File: config.mk
export PLATFORM = sky130hd
export DESIGN_NAME = qcm_top
export DESIGN_NICKNAME = d
export VERILOG_FILES = /design/src/rtl/qcm_pkg.sv /design/src/rtl/qcm_in_if.sv /design/src/rtl/qcm_cond.sv /design/src/rtl/qcm_top.sv
export VERILOG_INCLUDE_DIRS = /design/src /design/src/rtl
export SDC_FILE = /design/constraint.sdc
export NUM_CORES = 2
export LEC_CHECK = 0
export BUFFER_PORTS_ARGS = -buffer_cell sky130_fd_sc_hd__buf_2
export CAP_MARGIN = 20
export CORE_MARGIN = 4
export CORE_UTILIZATION = 50
export DETAILED_ROUTE_END_ITERATION = 12
export GPL_TIMING_DRIVEN = 0
export PLACE_DENSITY = 0.78
export SLEW_MARGIN = 25
export SYNTH_ARGS = -nofsm -noshare
export SYNTH_HDL_FRONTEND = slang
export SYNTH_SLANG_ARGS = --single-unit
File: constraint.sdc
create_clock -name ref_clk_i -period 4.78 [get_ports ref_clk_i]
set_input_delay 0.956 -clock ref_clk_i [delete_from_list [all_inputs] [get_ports ref_clk_i]]
set_output_delay 0.956 -clock ref_clk_i [all_outputs]
set_load 0.02 [all_outputs]
File: src/rtl/qcm_map.svh
/*
  register offsets, field positions, reset values and timing values in ns of the
  quadrature counter module.
  assumes a 40 MHz module clock and word-indexed register addresses.
*/
`ifndef QCM_MAP_SVH
`define QCM_MAP_SVH

// ****************************************************************
// register indices
// ****************************************************************
`define QCM_REG_SETUP1    5'h00
`define QCM_REG_SETUP2    5'h01
`define QCM_REG_DISP_CH1  5'h02
`define QCM_REG_SETUP3    5'h03
`define QCM_REG_DISP_CH2  5'h04
`define QCM_REG_DISP_CH3  5'h05
`define QCM_REG_DISP_CH4  5'h06
`define QCM_REG_SETPT5    5'h07
`define QCM_REG_SETPT6    5'h08
`define QCM_REG_PRESET    5'h09
`define QCM_REG_PRIMARY   5'h0a
`define QCM_REG_SECONDARY 5'h0b
`define QCM_REG_CAP_PRI   5'h0c
`define QCM_REG_CAP_SEC   5'h0d
`define QCM_REG_GATE      5'h0e
`define QCM_REG_C_COUNT   5'h0f
`define QCM_REG_RATE_A    5'h10
`define QCM_REG_RATE_B    5'h11

// ****************************************************************
// field positions and reset values
// ****************************************************************
`define QCM_S1_AB_LSB     0
`define QCM_S1_C_LSB      3
`define QCM_S1_CH_LSB     6
`define QCM_S2_SRC_LSB    0
`define QCM_S2_NC_LSB     4
`define QCM_S3_DEB_BIT    0
`define QCM_S3_RATE_BIT   1
`define QCM_SETUP_RST     32'h0000_0000
`define QCM_COUNT_RST     32'h0000_0000

// ****************************************************************
// timing
// ****************************************************************
`define QCM_CLK_PERIOD_NS 25
`define QCM_DEB_TIME_NS   500000
`define QCM_RLY_TIME_NS   1000000
`define QCM_RATE_TIME_NS  1000000000

`endif

File: src/rtl/qcm_pkg.sv
/*
  types of the quadrature counter module.
  assumes qcm_map.svh for all numeric constants.
*/
package qcm_pkg;

  // ****************************************************************
  // data and mode types
  // ****************************************************************
  typedef logic [31:0] qcm_word_type;
  typedef logic [4:0]  qcm_addr_type;

  typedef enum logic [2:0] {
    QCM_AB_QUAD_X1 = 3'b000,
    QCM_AB_QUAD_X2 = 3'b001,
    QCM_AB_QUAD_X4 = 3'b010,
    QCM_AB_SUM     = 3'b011,
    QCM_AB_DIFF    = 3'b100,
    QCM_AB_INDEP   = 3'b101,
    QCM_AB_DIR     = 3'b110
  } qcm_ab_mode_type;

  typedef enum logic [2:0] {
    QCM_C_NONE    = 3'b000,
    QCM_C_CAPTURE = 3'b001,
    QCM_C_GATE    = 3'b010,
    QCM_C_ZERO    = 3'b011,
    QCM_C_PRESET  = 3'b100,
    QCM_C_START   = 3'b101,
    QCM_C_COUNT   = 3'b110
  } qcm_c_role_type;

endpackage

File: src/rtl/qcm_in_if.sv
/*
  conditioned input levels and edges passed from the input conditioner to
  the counter core.
  assumes one clock domain shared by both ends.
*/
`timescale 1ns/1ps
`default_nettype none

interface qcm_in_if;
  logic [2:0] level;   // filtered a, b, c
  logic [2:0] rise;    // one-cycle rising edge pulses
  logic [2:0] fall;    // one-cycle falling edge pulses
  logic       deb_en;  // low-pass filter enable
  modport cond (output level, output rise, output fall, input deb_en);
  modport core (input level, input rise, input fall, output deb_en);
endinterface

`default_nettype wire

File: src/rtl/qcm_cond.sv
/*
  input conditioner: synchronises the a, b, c pins, optionally filters
  them and produces edge pulses.
  assumes asynchronous pins and a synchronous active-low reset.
*/
`timescale 1ns/1ps
`default_nettype none

module qcm_cond #(
  parameter int unsigned DEB_CYCLES = 1
) (
  // clock and reset
  input  wire logic       ref_clk_i,
  input  wire logic       reset_n_i,
  // pins
  input  wire logic [2:0] pins_i,
  // conditioned outputs
  qcm_in_if.cond          io
);
  import qcm_pkg::*;

  typedef struct packed {
    logic [2:0]       s1;
    logic [2:0]       s2;
    logic [2:0]       s3;
    logic [2:0]       filt;
    logic [2:0]       rise;
    logic [2:0]       fall;
    logic [2:0][31:0] cnt;
  } qcm_cond_state_type;

  qcm_cond_state_type r;
  qcm_cond_state_type d;

  // three-flop chain, optional stable-time filter, edge detect
  always_comb begin
    d      = r;
    d.s1   = pins_i;
    d.s2   = r.s1;
    d.s3   = r.s2;
    for (int i = 0; i < 3; i++) begin
      if (r.s2[i] != r.s3[i] || r.s3[i] == r.filt[i]) begin
        d.cnt[i] = 32'h0;                        // not settled or unchanged
      end else if (!io.deb_en) begin
        d.filt[i] = r.s3[i];
        d.cnt[i]  = 32'h0;
      end else if (r.cnt[i] >= DEB_CYCLES - 1) begin
        d.filt[i] = r.s3[i];
        d.cnt[i]  = 32'h0;
      end else begin
        d.cnt[i] = r.cnt[i] + 32'h1;
      end
    end
    d.rise = d.filt & ~r.filt;
    d.fall = ~d.filt & r.filt;
  end

  // state register
  always_ff @(posedge ref_clk_i) begin
    if (!reset_n_i) begin
      r <= '0;
    end else begin
      r <= d;
    end
  end

  assign io.level = r.filt;
  assign io.rise  = r.rise;
  assign io.fall  = r.fall;

endmodule // qcm_cond

`default_nettype wire

File: src/rtl/qcm_top.sv
/*
  quadrature counter module: a, b, c pulse counting with quadrature,
  combined and independent modes, c control roles, display routing,
  two setpoint relays and a rate option, set up over a register port.
  assumes a 40 MHz clock, synchronous active-low reset and a master that
  never issues read and write strobes together.

*/
`timescale 1ns/1ps
`default_nettype none
`include "qcm_map.svh"

module qcm_top #(
  parameter int unsigned DEB_CYCLES  =
    (`QCM_DEB_TIME_NS + `QCM_CLK_PERIOD_NS - 1) / `QCM_CLK_PERIOD_NS,
  parameter int unsigned RLY_CYCLES  =
    (`QCM_RLY_TIME_NS + `QCM_CLK_PERIOD_NS - 1) / `QCM_CLK_PERIOD_NS,
  parameter int unsigned RATE_CYCLES =
    `QCM_RATE_TIME_NS / `QCM_CLK_PERIOD_NS
) (
  // clock and reset
  input  wire logic                 ref_clk_i,
  input  wire logic                 reset_n_i,
  // encoder pins
  input  wire logic                 enc_a_i,
  input  wire logic                 enc_b_i,
  input  wire logic                 enc_c_i,
  // register port
  input  wire qcm_pkg::qcm_addr_type addr_i,
  input  wire qcm_pkg::qcm_word_type wdata_i,
  input  wire logic                 wr_i,
  input  wire logic                 rd_i,
  output qcm_pkg::qcm_word_type      rdata_o,
  // relays
  output logic                      relay_one_output_o,
  output logic                      relay_two_output_o
);
  import qcm_pkg::*;

  // ****************************************************************
  // state
  // ****************************************************************
  typedef struct packed {
    qcm_word_type       setup1;
    qcm_word_type       setup2;
    qcm_word_type       setup3;
    qcm_word_type       setpt5;
    qcm_word_type       setpt6;
    qcm_word_type       preset;
    qcm_word_type       prim;
    qcm_word_type       sec;
    qcm_word_type       cap_p;
    qcm_word_type       cap_s;
    qcm_word_type       gate;
    qcm_word_type       ccnt;
    logic               run;
    qcm_word_type       rate_tmr;
    qcm_word_type       rate_a_cnt;
    qcm_word_type       rate_b_cnt;
    qcm_word_type       rate_a;
    qcm_word_type       rate_b;
    logic [1:0]         rly_on;
    logic [1:0][31:0]   rly_tmr;
    qcm_word_type       rdata;
  } qcm_state_type;

  qcm_state_type r;
  qcm_state_type d;

  // ****************************************************************
  // input conditioning
  // ****************************************************************
  qcm_in_if in_if ();

  qcm_cond #(
    .DEB_CYCLES (DEB_CYCLES)
  ) u_cond (
    .ref_clk_i (ref_clk_i),
    .reset_n_i (reset_n_i),
    .pins_i    ({enc_c_i, enc_b_i, enc_a_i}),
    .io        (in_if)
  );

  // filter switch from the third setup register
  assign in_if.deb_en = r.setup3[`QCM_S3_DEB_BIT];

  // ****************************************************************
  // helpers
  // ****************************************************************
  // add a small signed step with 32-bit wrap
  function automatic qcm_word_type add_step(input qcm_word_type v,
                                            input logic signed [2:0] s);
    add_step = v + {{29{s[2]}}, s};
  endfunction

  // pick one of the four output-map counters
  function automatic qcm_word_type pick(input logic [1:0] sel,
                                        input qcm_state_type st);
    case (sel)
      2'h0:    pick = st.prim;
      2'h1:    pick = st.sec;
      2'h2:    pick = st.cap_p;
      default: pick = st.gate;
    endcase
  endfunction

  // ****************************************************************
  // decoded controls
  // ****************************************************************
  qcm_ab_mode_type ab_mode;
  qcm_c_role_type  c_role;
  logic            a_lvl;
  logic            b_lvl;
  logic            c_lvl;
  logic            a_rise;
  logic            a_fall;
  logic            b_rise;
  logic            b_fall;
  logic            c_rise;
  logic            c_fall;

  assign ab_mode = qcm_ab_mode_type'(r.setup1[`QCM_S1_AB_LSB +: 3]);
  assign c_role  = qcm_c_role_type'(r.setup1[`QCM_S1_C_LSB +: 3]);
  assign a_lvl   = in_if.level[0];
  assign b_lvl   = in_if.level[1];
  assign c_lvl   = in_if.level[2];
  assign a_rise  = in_if.rise[0];
  assign a_fall  = in_if.fall[0];
  assign b_rise  = in_if.rise[1];
  assign b_fall  = in_if.fall[1];
  assign c_rise  = in_if.rise[2];
  assign c_fall  = in_if.fall[2];

  // ****************************************************************
  // counting steps per a/b mode
  // ****************************************************************
  logic signed [2:0] p_step;
  logic signed [2:0] s_step;

  // signed step applied to primary and secondary this cycle
  always_comb begin
    p_step = 3'sd0;
    s_step = 3'sd0;
    case (ab_mode)
      QCM_AB_QUAD_X1: begin
        if (a_rise && !b_lvl) p_step = -3'sd1;
        if (a_fall && !b_lvl) p_step = 3'sd1;
      end
      QCM_AB_QUAD_X2: begin
        if (a_rise) p_step = b_lvl ? 3'sd1 : -3'sd1;
        if (a_fall) p_step = b_lvl ? -3'sd1 : 3'sd1;
      end
      QCM_AB_QUAD_X4: begin
        if (a_rise) p_step = b_lvl ? 3'sd1 : -3'sd1;
        if (a_fall) p_step = b_lvl ? -3'sd1 : 3'sd1;
        if (b_rise) p_step = a_lvl ? -3'sd1 : 3'sd1;
        if (b_fall) p_step = a_lvl ? 3'sd1 : -3'sd1;
      end
      QCM_AB_SUM: begin
        p_step = $signed({2'b00, a_rise}) + $signed({2'b00, b_rise});
      end
      QCM_AB_DIFF: begin
        p_step = $signed({2'b00, a_rise}) - $signed({2'b00, b_rise});
      end
      QCM_AB_INDEP: begin
        p_step = $signed({2'b00, a_rise});
        s_step = $signed({2'b00, b_rise});
      end
      QCM_AB_DIR: begin
        if (a_rise) p_step = b_lvl ? -3'sd1 : 3'sd1;
      end
      default: begin
        p_step = 3'sd0;
        s_step = 3'sd0;
      end
    endcase
  end

  // ****************************************************************
  // next state
  // ****************************************************************
  logic       count_en;
  logic [1:0] rly_want;

  always_comb begin
    d = r;

    // gate role lets counts through only while c is high
    count_en = r.run && (c_role != QCM_C_GATE || c_lvl);

    // primary and secondary counters
    if (count_en) begin
      d.prim = add_step(r.prim, p_step);
      d.sec  = add_step(r.sec, s_step);
    end

    // gate counter collects counts of each gate window
    if (c_role == QCM_C_GATE) begin
      if (c_rise) begin
        d.gate = `QCM_COUNT_RST;
      end else if (c_lvl) begin
        d.gate = add_step(r.gate, p_step);
      end
    end

    // c is always counted in its own chain
    if (c_rise) begin
      d.ccnt = r.ccnt + 32'h1;
    end

    // c falling edge acts by role; standalone role does nothing here
    if (c_fall) begin
      case (c_role)
        QCM_C_CAPTURE: begin
          d.cap_p = r.prim;
          d.cap_s = r.sec;
        end
        QCM_C_ZERO: begin
          d.prim = `QCM_COUNT_RST;
          d.sec  = `QCM_COUNT_RST;
        end
        QCM_C_PRESET: begin
          d.prim = r.preset;
          d.sec  = r.preset;
        end
        QCM_C_START: begin
          d.prim = r.preset;
          d.sec  = r.preset;
          d.run  = 1'b1;
        end
        default: begin
          d.run = r.run;
        end
      endcase
    end

    // rate option: rising edges of a and b per fixed window
    if (!r.setup3[`QCM_S3_RATE_BIT]) begin
      d.rate_tmr   = 32'h0;
      d.rate_a_cnt = 32'h0;
      d.rate_b_cnt = 32'h0;
    end else if (r.rate_tmr >= RATE_CYCLES - 1) begin
      d.rate_a     = r.rate_a_cnt + {31'h0, a_rise};
      d.rate_b     = r.rate_b_cnt + {31'h0, b_rise};
      d.rate_tmr   = 32'h0;
      d.rate_a_cnt = 32'h0;
      d.rate_b_cnt = 32'h0;
    end else begin
      d.rate_tmr   = r.rate_tmr + 32'h1;
      d.rate_a_cnt = r.rate_a_cnt + {31'h0, a_rise};
      d.rate_b_cnt = r.rate_b_cnt + {31'h0, b_rise};
    end

    // relay compare: selected counter at or above its setpoint
    rly_want[0] = ($signed(pick(r.setup2[`QCM_S2_SRC_LSB +: 2], r)) >=
                   $signed(r.setpt5)) ^ r.setup2[`QCM_S2_NC_LSB];
    rly_want[1] = ($signed(pick(r.setup2[`QCM_S2_SRC_LSB + 2 +: 2], r)) >=
                   $signed(r.setpt6)) ^ r.setup2[`QCM_S2_NC_LSB + 1];

    // each relay follows only after its demand held for the response time
    for (int i = 0; i < 2; i++) begin
      if (rly_want[i] == r.rly_on[i]) begin
        d.rly_tmr[i] = 32'h0;
      end else if (r.rly_tmr[i] >= RLY_CYCLES - 1) begin
        d.rly_on[i]  = rly_want[i];
        d.rly_tmr[i] = 32'h0;
      end else begin
        d.rly_tmr[i] = r.rly_tmr[i] + 32'h1;
      end
    end

    // register writes
    if (wr_i) begin
      case (addr_i)
        `QCM_REG_SETUP1: begin
          d.setup1 = wdata_i;
          d.run    = (wdata_i[`QCM_S1_C_LSB +: 3] != QCM_C_START);
        end
        `QCM_REG_SETUP2: d.setup2 = wdata_i;
        `QCM_REG_SETUP3: d.setup3 = wdata_i;
        `QCM_REG_SETPT5: d.setpt5 = wdata_i;
        `QCM_REG_SETPT6: d.setpt6 = wdata_i;
        `QCM_REG_PRESET: d.preset = wdata_i;
        default:         d.setup1 = d.setup1;
      endcase
    end

    // register reads, data valid in the following cycle only
    d.rdata = 32'h0;
    if (rd_i) begin
      case (addr_i)
        `QCM_REG_SETUP1:    d.rdata = r.setup1;
        `QCM_REG_SETUP2:    d.rdata = r.setup2;
        `QCM_REG_SETUP3:    d.rdata = r.setup3;
        `QCM_REG_DISP_CH1:
          d.rdata = pick(r.setup1[`QCM_S1_CH_LSB +: 2], r);
        `QCM_REG_DISP_CH2:
          d.rdata = pick(r.setup1[`QCM_S1_CH_LSB + 2 +: 2], r);
        `QCM_REG_DISP_CH3:
          d.rdata = pick(r.setup1[`QCM_S1_CH_LSB + 4 +: 2], r);
        `QCM_REG_DISP_CH4:
          d.rdata = pick(r.setup1[`QCM_S1_CH_LSB + 6 +: 2], r);
        `QCM_REG_SETPT5:    d.rdata = r.setpt5;
        `QCM_REG_SETPT6:    d.rdata = r.setpt6;
        `QCM_REG_PRESET:    d.rdata = r.preset;
        `QCM_REG_PRIMARY:   d.rdata = r.prim;
        `QCM_REG_SECONDARY: d.rdata = r.sec;
        `QCM_REG_CAP_PRI:   d.rdata = r.cap_p;
        `QCM_REG_CAP_SEC:   d.rdata = r.cap_s;
        `QCM_REG_GATE:      d.rdata = r.gate;
        `QCM_REG_C_COUNT:   d.rdata = r.ccnt;
        `QCM_REG_RATE_A:    d.rdata = r.rate_a;
        `QCM_REG_RATE_B:    d.rdata = r.rate_b;
        default:            d.rdata = 32'h0;         // unmapped reads zero
      endcase
    end
  end

  // ****************************************************************
  // state register
  // ****************************************************************
  // all counters and setups clear, counting runs from reset
  always_ff @(posedge ref_clk_i) begin
    if (!reset_n_i) begin
      r     <= '0;
      r.run <= 1'b1;
    end else begin
      r <= d;
    end
  end

  // ****************************************************************
  // outputs
  // ****************************************************************
  assign rdata_o            = r.rdata;
  assign relay_one_output_o = r.rly_on[0];
  assign relay_two_output_o = r.rly_on[1];

endmodule // qcm_top

`default_nettype wire

Word-level counts from Yosys, hierarchy flattened. Cells that the tools add are included.

Bits in registers: 757. Bits in latches: 0. RAM bits: 0. Memory bits (read-only): 0. Input port bits: 44. Output and inout port bits: 34. Word-level logic and storage cells: 190. Memories: 0.

Add/subtract/negate cells: 14. Multipliers: 0. Div/mod/pow operators: 0. Magnitude comparators: 8. Equal/unequal tests: 50. Shift-type cells: 0. Multiplexer cells: 39. Bitwise operators: 11. Reduce and logical (&&, ||, !) cells: 36.

Operator list (count): case mux 32 bit (18 select lines) (1); case mux 32 bit (3 select lines) (6); adder 32 x 1 -> 32 bit (second input constant) (7); 2-to-1 mux 128 bit (1); 2-to-1 mux 64 bit (2); case mux 64 bit (2 select lines) (1); adder 32 bit (3); >= comparator 32 x 15 -> 1 bit (second input constant) (3); adder 32 x 1 -> 32 bit (2); >= comparator 32 x 16 -> 1 bit (second input constant) (2); >= comparator 32 bit (2); 2-to-1 mux 32 bit (2); equality test 5 x 4 -> 1 bit (second input constant) (8); 2-to-1 mux 3 bit (11); >= comparator 32 x 26 -> 1 bit (second input constant) (1); AND reduction 2 bit (12); case mux 3 bit (7 select lines) (1); equality test 5 x 3 -> 1 bit (second input constant) (4); equality test 3 bit (second input constant) (5); 2-to-1 mux 1 bit (14); equality test 2 x 1 -> 1 bit (second input constant) (6); equality test 2 bit (second input constant) (6); equality test 3 x 2 -> 1 bit (second input constant) (4); zero test 2 bit (6); other kinds (23) (48).

Longest topological paths before layout.
Word-level depth: 10. Depth in mapped cells: 19. Mapped depth without buffers: 18.

By module. Synthesis repeated with hierarchy kept, for this count alone.

Cells, all modules: 4502. Area total of the unflattened synthesis: 40067.2 um^2.

Modules (own cells, without submodules): qcm_top (instances 1, cells an instance 4134, area each 36192.2 um^2, sequential area each 12872.3 um^2); qcm_cond (instances 1, cells an instance 368, area each 3875.0 um^2, sequential area each 2282.2 um^2).

Worst setup path before layout. OpenSTA, ideal clock, no wires.

Path kind: flip-flop to flip-flop. Start point: register u_cond.r, in the netlist u_cond.io.rise[0]. End point: register r[449] (netlist bit). Library setup time: 0.130 ns. Data arrival time: 5.076 ns. Required time: 4.650 ns. Setup slack: -0.426 ns. Cell stages (with the launch flop): 18. Path buffers: 0. Clock period less this slack: 5.206 ns. Path through: dfxtp_1 or3b_1 a21boi_1 a2111o_1 nand2_1 nor2_1 inv_1 ha_1 nor2b_1 o21ai_1 a21boi_1 o41ai_1 a21oi_1 a21oi_1 o211ai_1 a221o_1 a2111oi_0 nor3_1.

Longest elaborated chain between the ends: 9. Elaborated cells between the ends (all ways): 15. Those cells by class: add/sub (3); mux (11); reduce/logical (1).

RTL lines: from (decl) (line qcm_cond.sv:32) `qcm_cond_state_type r;`; from (signal assigned) (line qcm_cond.sv:61) `r <= '0;`; from (signal assigned) (line qcm_cond.sv:63) `r <= d;`; 2-to-1 mux 3 bit (line qcm_top.sv:150, qcm_top.sv:154); 2-to-1 mux 3 bit (line qcm_top.sv:151) `if (a_fall) p_step = b_lvl ? -3'sd1 : 3'sd1;`; 2-to-1 mux 3 bit (line qcm_top.sv:156) `if (b_rise) p_step = a_lvl ? -3'sd1 : 3'sd1;`; 2-to-1 mux 3 bit (line qcm_top.sv:157) `if (b_fall) p_step = a_lvl ? 3'sd1 : -3'sd1;`; case mux 3 bit (7 select lines) (*) (line qcm_top.sv:144) `case (ab_mode)`; adder 32 bit (*) (line qcm_top.sv:93) `add_step = v + {{29{s[2]}}, s};`; 2-to-1 mux 64 bit (*) (line qcm_top.sv:192) `if (count_en) begin`; case mux 64 bit (2 select lines) (line qcm_top.sv:213) `case (c_role)`; 2-to-1 mux 128 bit (*) (line qcm_top.sv:212) `if (c_fall) begin`; to (decl) (line qcm_top.sv:67) `qcm_state_type r;`.

Mark *: on every way between the ends. The rest lies on a longest branch, timed or not. A chain may end at the register's enable or synchronous reset.

Worst setup path in the final report.
Start point: register r[579] (netlist bit). End point: register r[39] (netlist bit).

Longest elaborated chain between the ends: 6. Elaborated cells between the ends (all ways): 8. Those cells by class: order compare (1); eq/ne (3); mux (1); bitwise (1); reduce/logical (2).

RTL lines: equality test 2 bit, or another cell as far along (line qcm_top.sv:99) `case (sel)`; case mux 32 bit (3 select lines) (*) (line qcm_top.sv:99); >= comparator 32 bit (*) (line qcm_top.sv:255) `` rly_want[0] = ($signed(pick(r.setup2[`QCM_S2_SRC_LSB +: 2], r)) >= ``; XOR 1 bit (*) (line qcm_top.sv:255); equality test 1 bit (*) (line qcm_top.sv:262) `if (rly_want[i] == r.rly_on[i]) begin`; OR reduction 3 bit (no source line) (*).

Marked as above.

==> flow_summary.yaml <==
run_status:
  status: "finished with violations"
  violations: "setup timing"
synthesis:
  ys.flop_type: "dfxtp_1"
  synth_area_mm2: 0.0409
  ys_top_cells_by_count: "845 x nand2_1, 757 x dfxtp_1, 284 x clkbuf_1, 282 x nor2_1, 274 x a21boi_0"
  synth_area_per_cell_um2: 9.01
  synth-compound-area-share_pct: 18.1
  synth_cell_types: 79
  yosys_register_bits: 757
  yosysMostFrequentCell: "nand2_1"
  synth-adder-area-share_pct: 4.39
  netlist.area_leader.share_pct: 37.0
  synth.area.mux_share_pct: 11.8
  synth_area_leaders: "dfxtp_1 37%, mux4_2 11%, nand2_1 7.8%"
  synth_top_family_by_area: "simple AND/OR/NAND/NOR gates"
  synthCells: 4540
  yosys.area_share.simple_pct: 18.5
  ys_async_sr_fraction_pct: 0
  synth_edf_count: 0
  synth_xor_area_share_pct: 5.47
  ys_warn_count: 0
  seq_area_frac_synth_pct: 37.0
  synth_top_area_cell: "dfxtp_1"
critical_path:
  rrSetupSlack_ps: -50
  max_stage_delay_ps: 520
  crit_start: "r[579]$_SDFFE_PN0P_"
  crit_required_ps: 5380
  timing.rr.start: "r[579]$_SDFFE_PN0P_"
  worstPathArrival_ps: 5430
  cp_max_fo: 10
  criticalPathCategory: "register to register"
  start_kind: "register"
  slowest_stage: "dfxtp_2"
  critPathBufInv: 2
  cpMostUsedCell: "a21oi_1"
  crit_family: "compound AO/OA/AOI/OAI gates"
  path_cells: "buf_2 > mux4_2 > ha_1 > a21oi_1 > nor2b_1 > o21ai_0 > a21oi_1 > or4_1 > o221ai_2 > o211ai_1 > mux2i_2 > xor3_1 > clkbuf_2 > nor3_1"
  cp-end-kind: "register"
die:
  dieArea_mm2: 0.0865
  coreArea_mm2: 0.0808
  num_io_pins: 78
  rows: 104
  die_h_um: 294
  initial_core_util_pct: 50.6
  die_x_um: 294
sta:
  layout_min_cycle_time_ps: 4830
  setup_ws_ps: -47.8
  tns_ps: -185
  tightest_slew_ps: 1310
  hold_viol: 0
  max-slew-margin-rel_pct: 12.8
  max_freq_mhz: 207
  setup_violations: 10
  finalCritPeriodShare_pct: 101
  rsz0062_at_grt: "yes"
  drv_slew: 0
  skew_ps: 39.0
  whs_ps: 452
finish:
  layoutNonFillerInstCount: 5947
  final_util_pct: 57.5
  syn_to_final_growth_pct: 13.5
  layout.nets: 4987
  drive_above_1_share_pct: 11.8
hold_path:
  hp-start: "r[130]$_SDFFE_PN0P_"
  hold_path_class: "register to register"
power_and_ir_drop:
  ir_drop_mv: 0.360
  power.total_uw: 13800
  p_per_area_mw_per_mm2: 298
  p_leak_uw: 0.0169
grt:
  grt_pass1_wl_um: 248000
  antenna_found_initial: 17
  grt_max_degree: 31
  grt_util_all_layers_pct: 39.5
  grt_pass1_vias: 35900
  gr-total-overflow: 0
clocking:
  clk_latency_ps: 700
  cts_max_level: 3
  postCtsHoldBufs: 0
  cts_root_buffer: "clkbuf_16"
  cts_max_path_buffers: 3
  cts_tree: "done"
  cts.clk_slew.worst_paths_ps: 60
  cts_buffers: 83
  cts.sinks: 757
placed_design:
  place_congestion: 1.11
  io_buffers: 74
  dp.cells: 5766
  hpwl_um: 132000
drt:
  final_antenna_net_count: 0
  drc: 0
  routedWlPerCell_um: 29.6
  firstDrtPassIters: 13
  routed_wl_um: 176000
  num_vias: 39100
  via_per_inst: 6.57
  drt_iter0_drc: 5965
job:
  cap_violations: 0
==> worst register-to-register path: cells and delay by family, from the launching register on <==
family,cells,cell delay [ps]
compound gates,5,1130
mux,2,800
simple gates,3,800
buf+inv,2,690
flops,1,520
xor+xnor,1,410
fa+ha+maj,1,370
==> cells in the final DEF, fill, tap and decap left out, types with 61 or more instances in the layout <==
cell	instances
a21boi_0	274
a21oi_1	90
a221oi_1	61
a22oi_1	115
and2_1	71
buf_2	93
clkbuf_1	262
clkbuf_16	84
conb_1	89
dfxtp_1	753
ha_1	140
inv_1	115
mux4_2	192
nand2_1	843
nand3_1	105
nor2_1	277
nor2b_1	62
o211a_1	62
o21ai_0	121
xnor2_1	124
xor2_1	126
==> final timing paths <==
path / endpoint / depth (start not counted)
setup / recovery: r[39]$_SDFF_PP0_ / 14
setup reg to reg: r[39]$_SDFF_PP0_ / 14
hold reg to reg: r[130]$_SDFFE_PN0P_ / 2
hold / removal: r[130]$_SDFFE_PN0P_ / 2
==> final cells by class <==
class | count | area (um^2)
Fill cell | 7099 | 34400
Multi-Input combinational cell | 3403 | 24500
Sequential cell | 757 | 15200
Clock buffer | 106 | 2270
Buffer | 345 | 1510
Tap cell | 1060 | 1330
Clock inverter | 49 | 641
Timing Repair Buffer | 94 | 578
Inverter | 117 | 443
Antenna cell | 16 | 40.0
==> what timing repair did <==
action                                 4_1_cts  5_1_grt
endpoints found under the hold margin        0        0
setup buffers                                7        7
pin swaps                                    3       12
setup endpoints to repair                   79       48
cloned                                       0        1
gates resized for setup                     58       44
==> metrics by stage <==
step / instance area [um^2] / setup slack [ps]
2_1_floorplan: 41200 / 2.62
3_3_place_gp: 42900 / -1720
3_5_place_dp: 43000 / -1000
4_1_cts: 46100 / 23.5
5_1_grt: 46400 / -69.6
6_report: 46400 / -47.8
==> power breakdown <==
part           switching, uW  internal [uW]
Clock                   2940           3870
Combinational            432            171
Sequential              42.6           6370
Total                   3420          10400
==> registers in the layout, indices dropped and copies added (netlist names) <==
| register | flops |
|---|---|
| c_role | 3 |
| r | 602 |
| relay_one_output_o | 1 |
| rdata_o | 32 |
| ab_mode | 3 |
| u_cond.io.fall | 3 |
| u_cond.io.level | 3 |
| in_if.deb_en | 1 |
| u_cond.r | 99 |
| u_cond.d | 6 |
| u_cond.io.rise | 3 |
| relay_two_output_o | 1 |
==> metal layers <==
metal,global-route usage [%],part of all wire [%],up-vias
li1,-,-,16800
met1,47.8,36,18500
met2,56.2,40,2871
met3,15.1,14,915
met4,31.2,11,10
met5,1.16,0.11,-
==> cell families (layout without fill, tap and decap cells) <==
logic type / count (synthesis) / in the layout
compound gates: 1007 / 1007
xor+xnor: 252 / 252
fa+ha+maj: 143 / 143
buf+inv: 468 / 711
flops: 757 / 757
mux: 243 / 243
other cells: 1 / 105
simple gates: 1669 / 1669
Power figures use the tool's default switching activity.
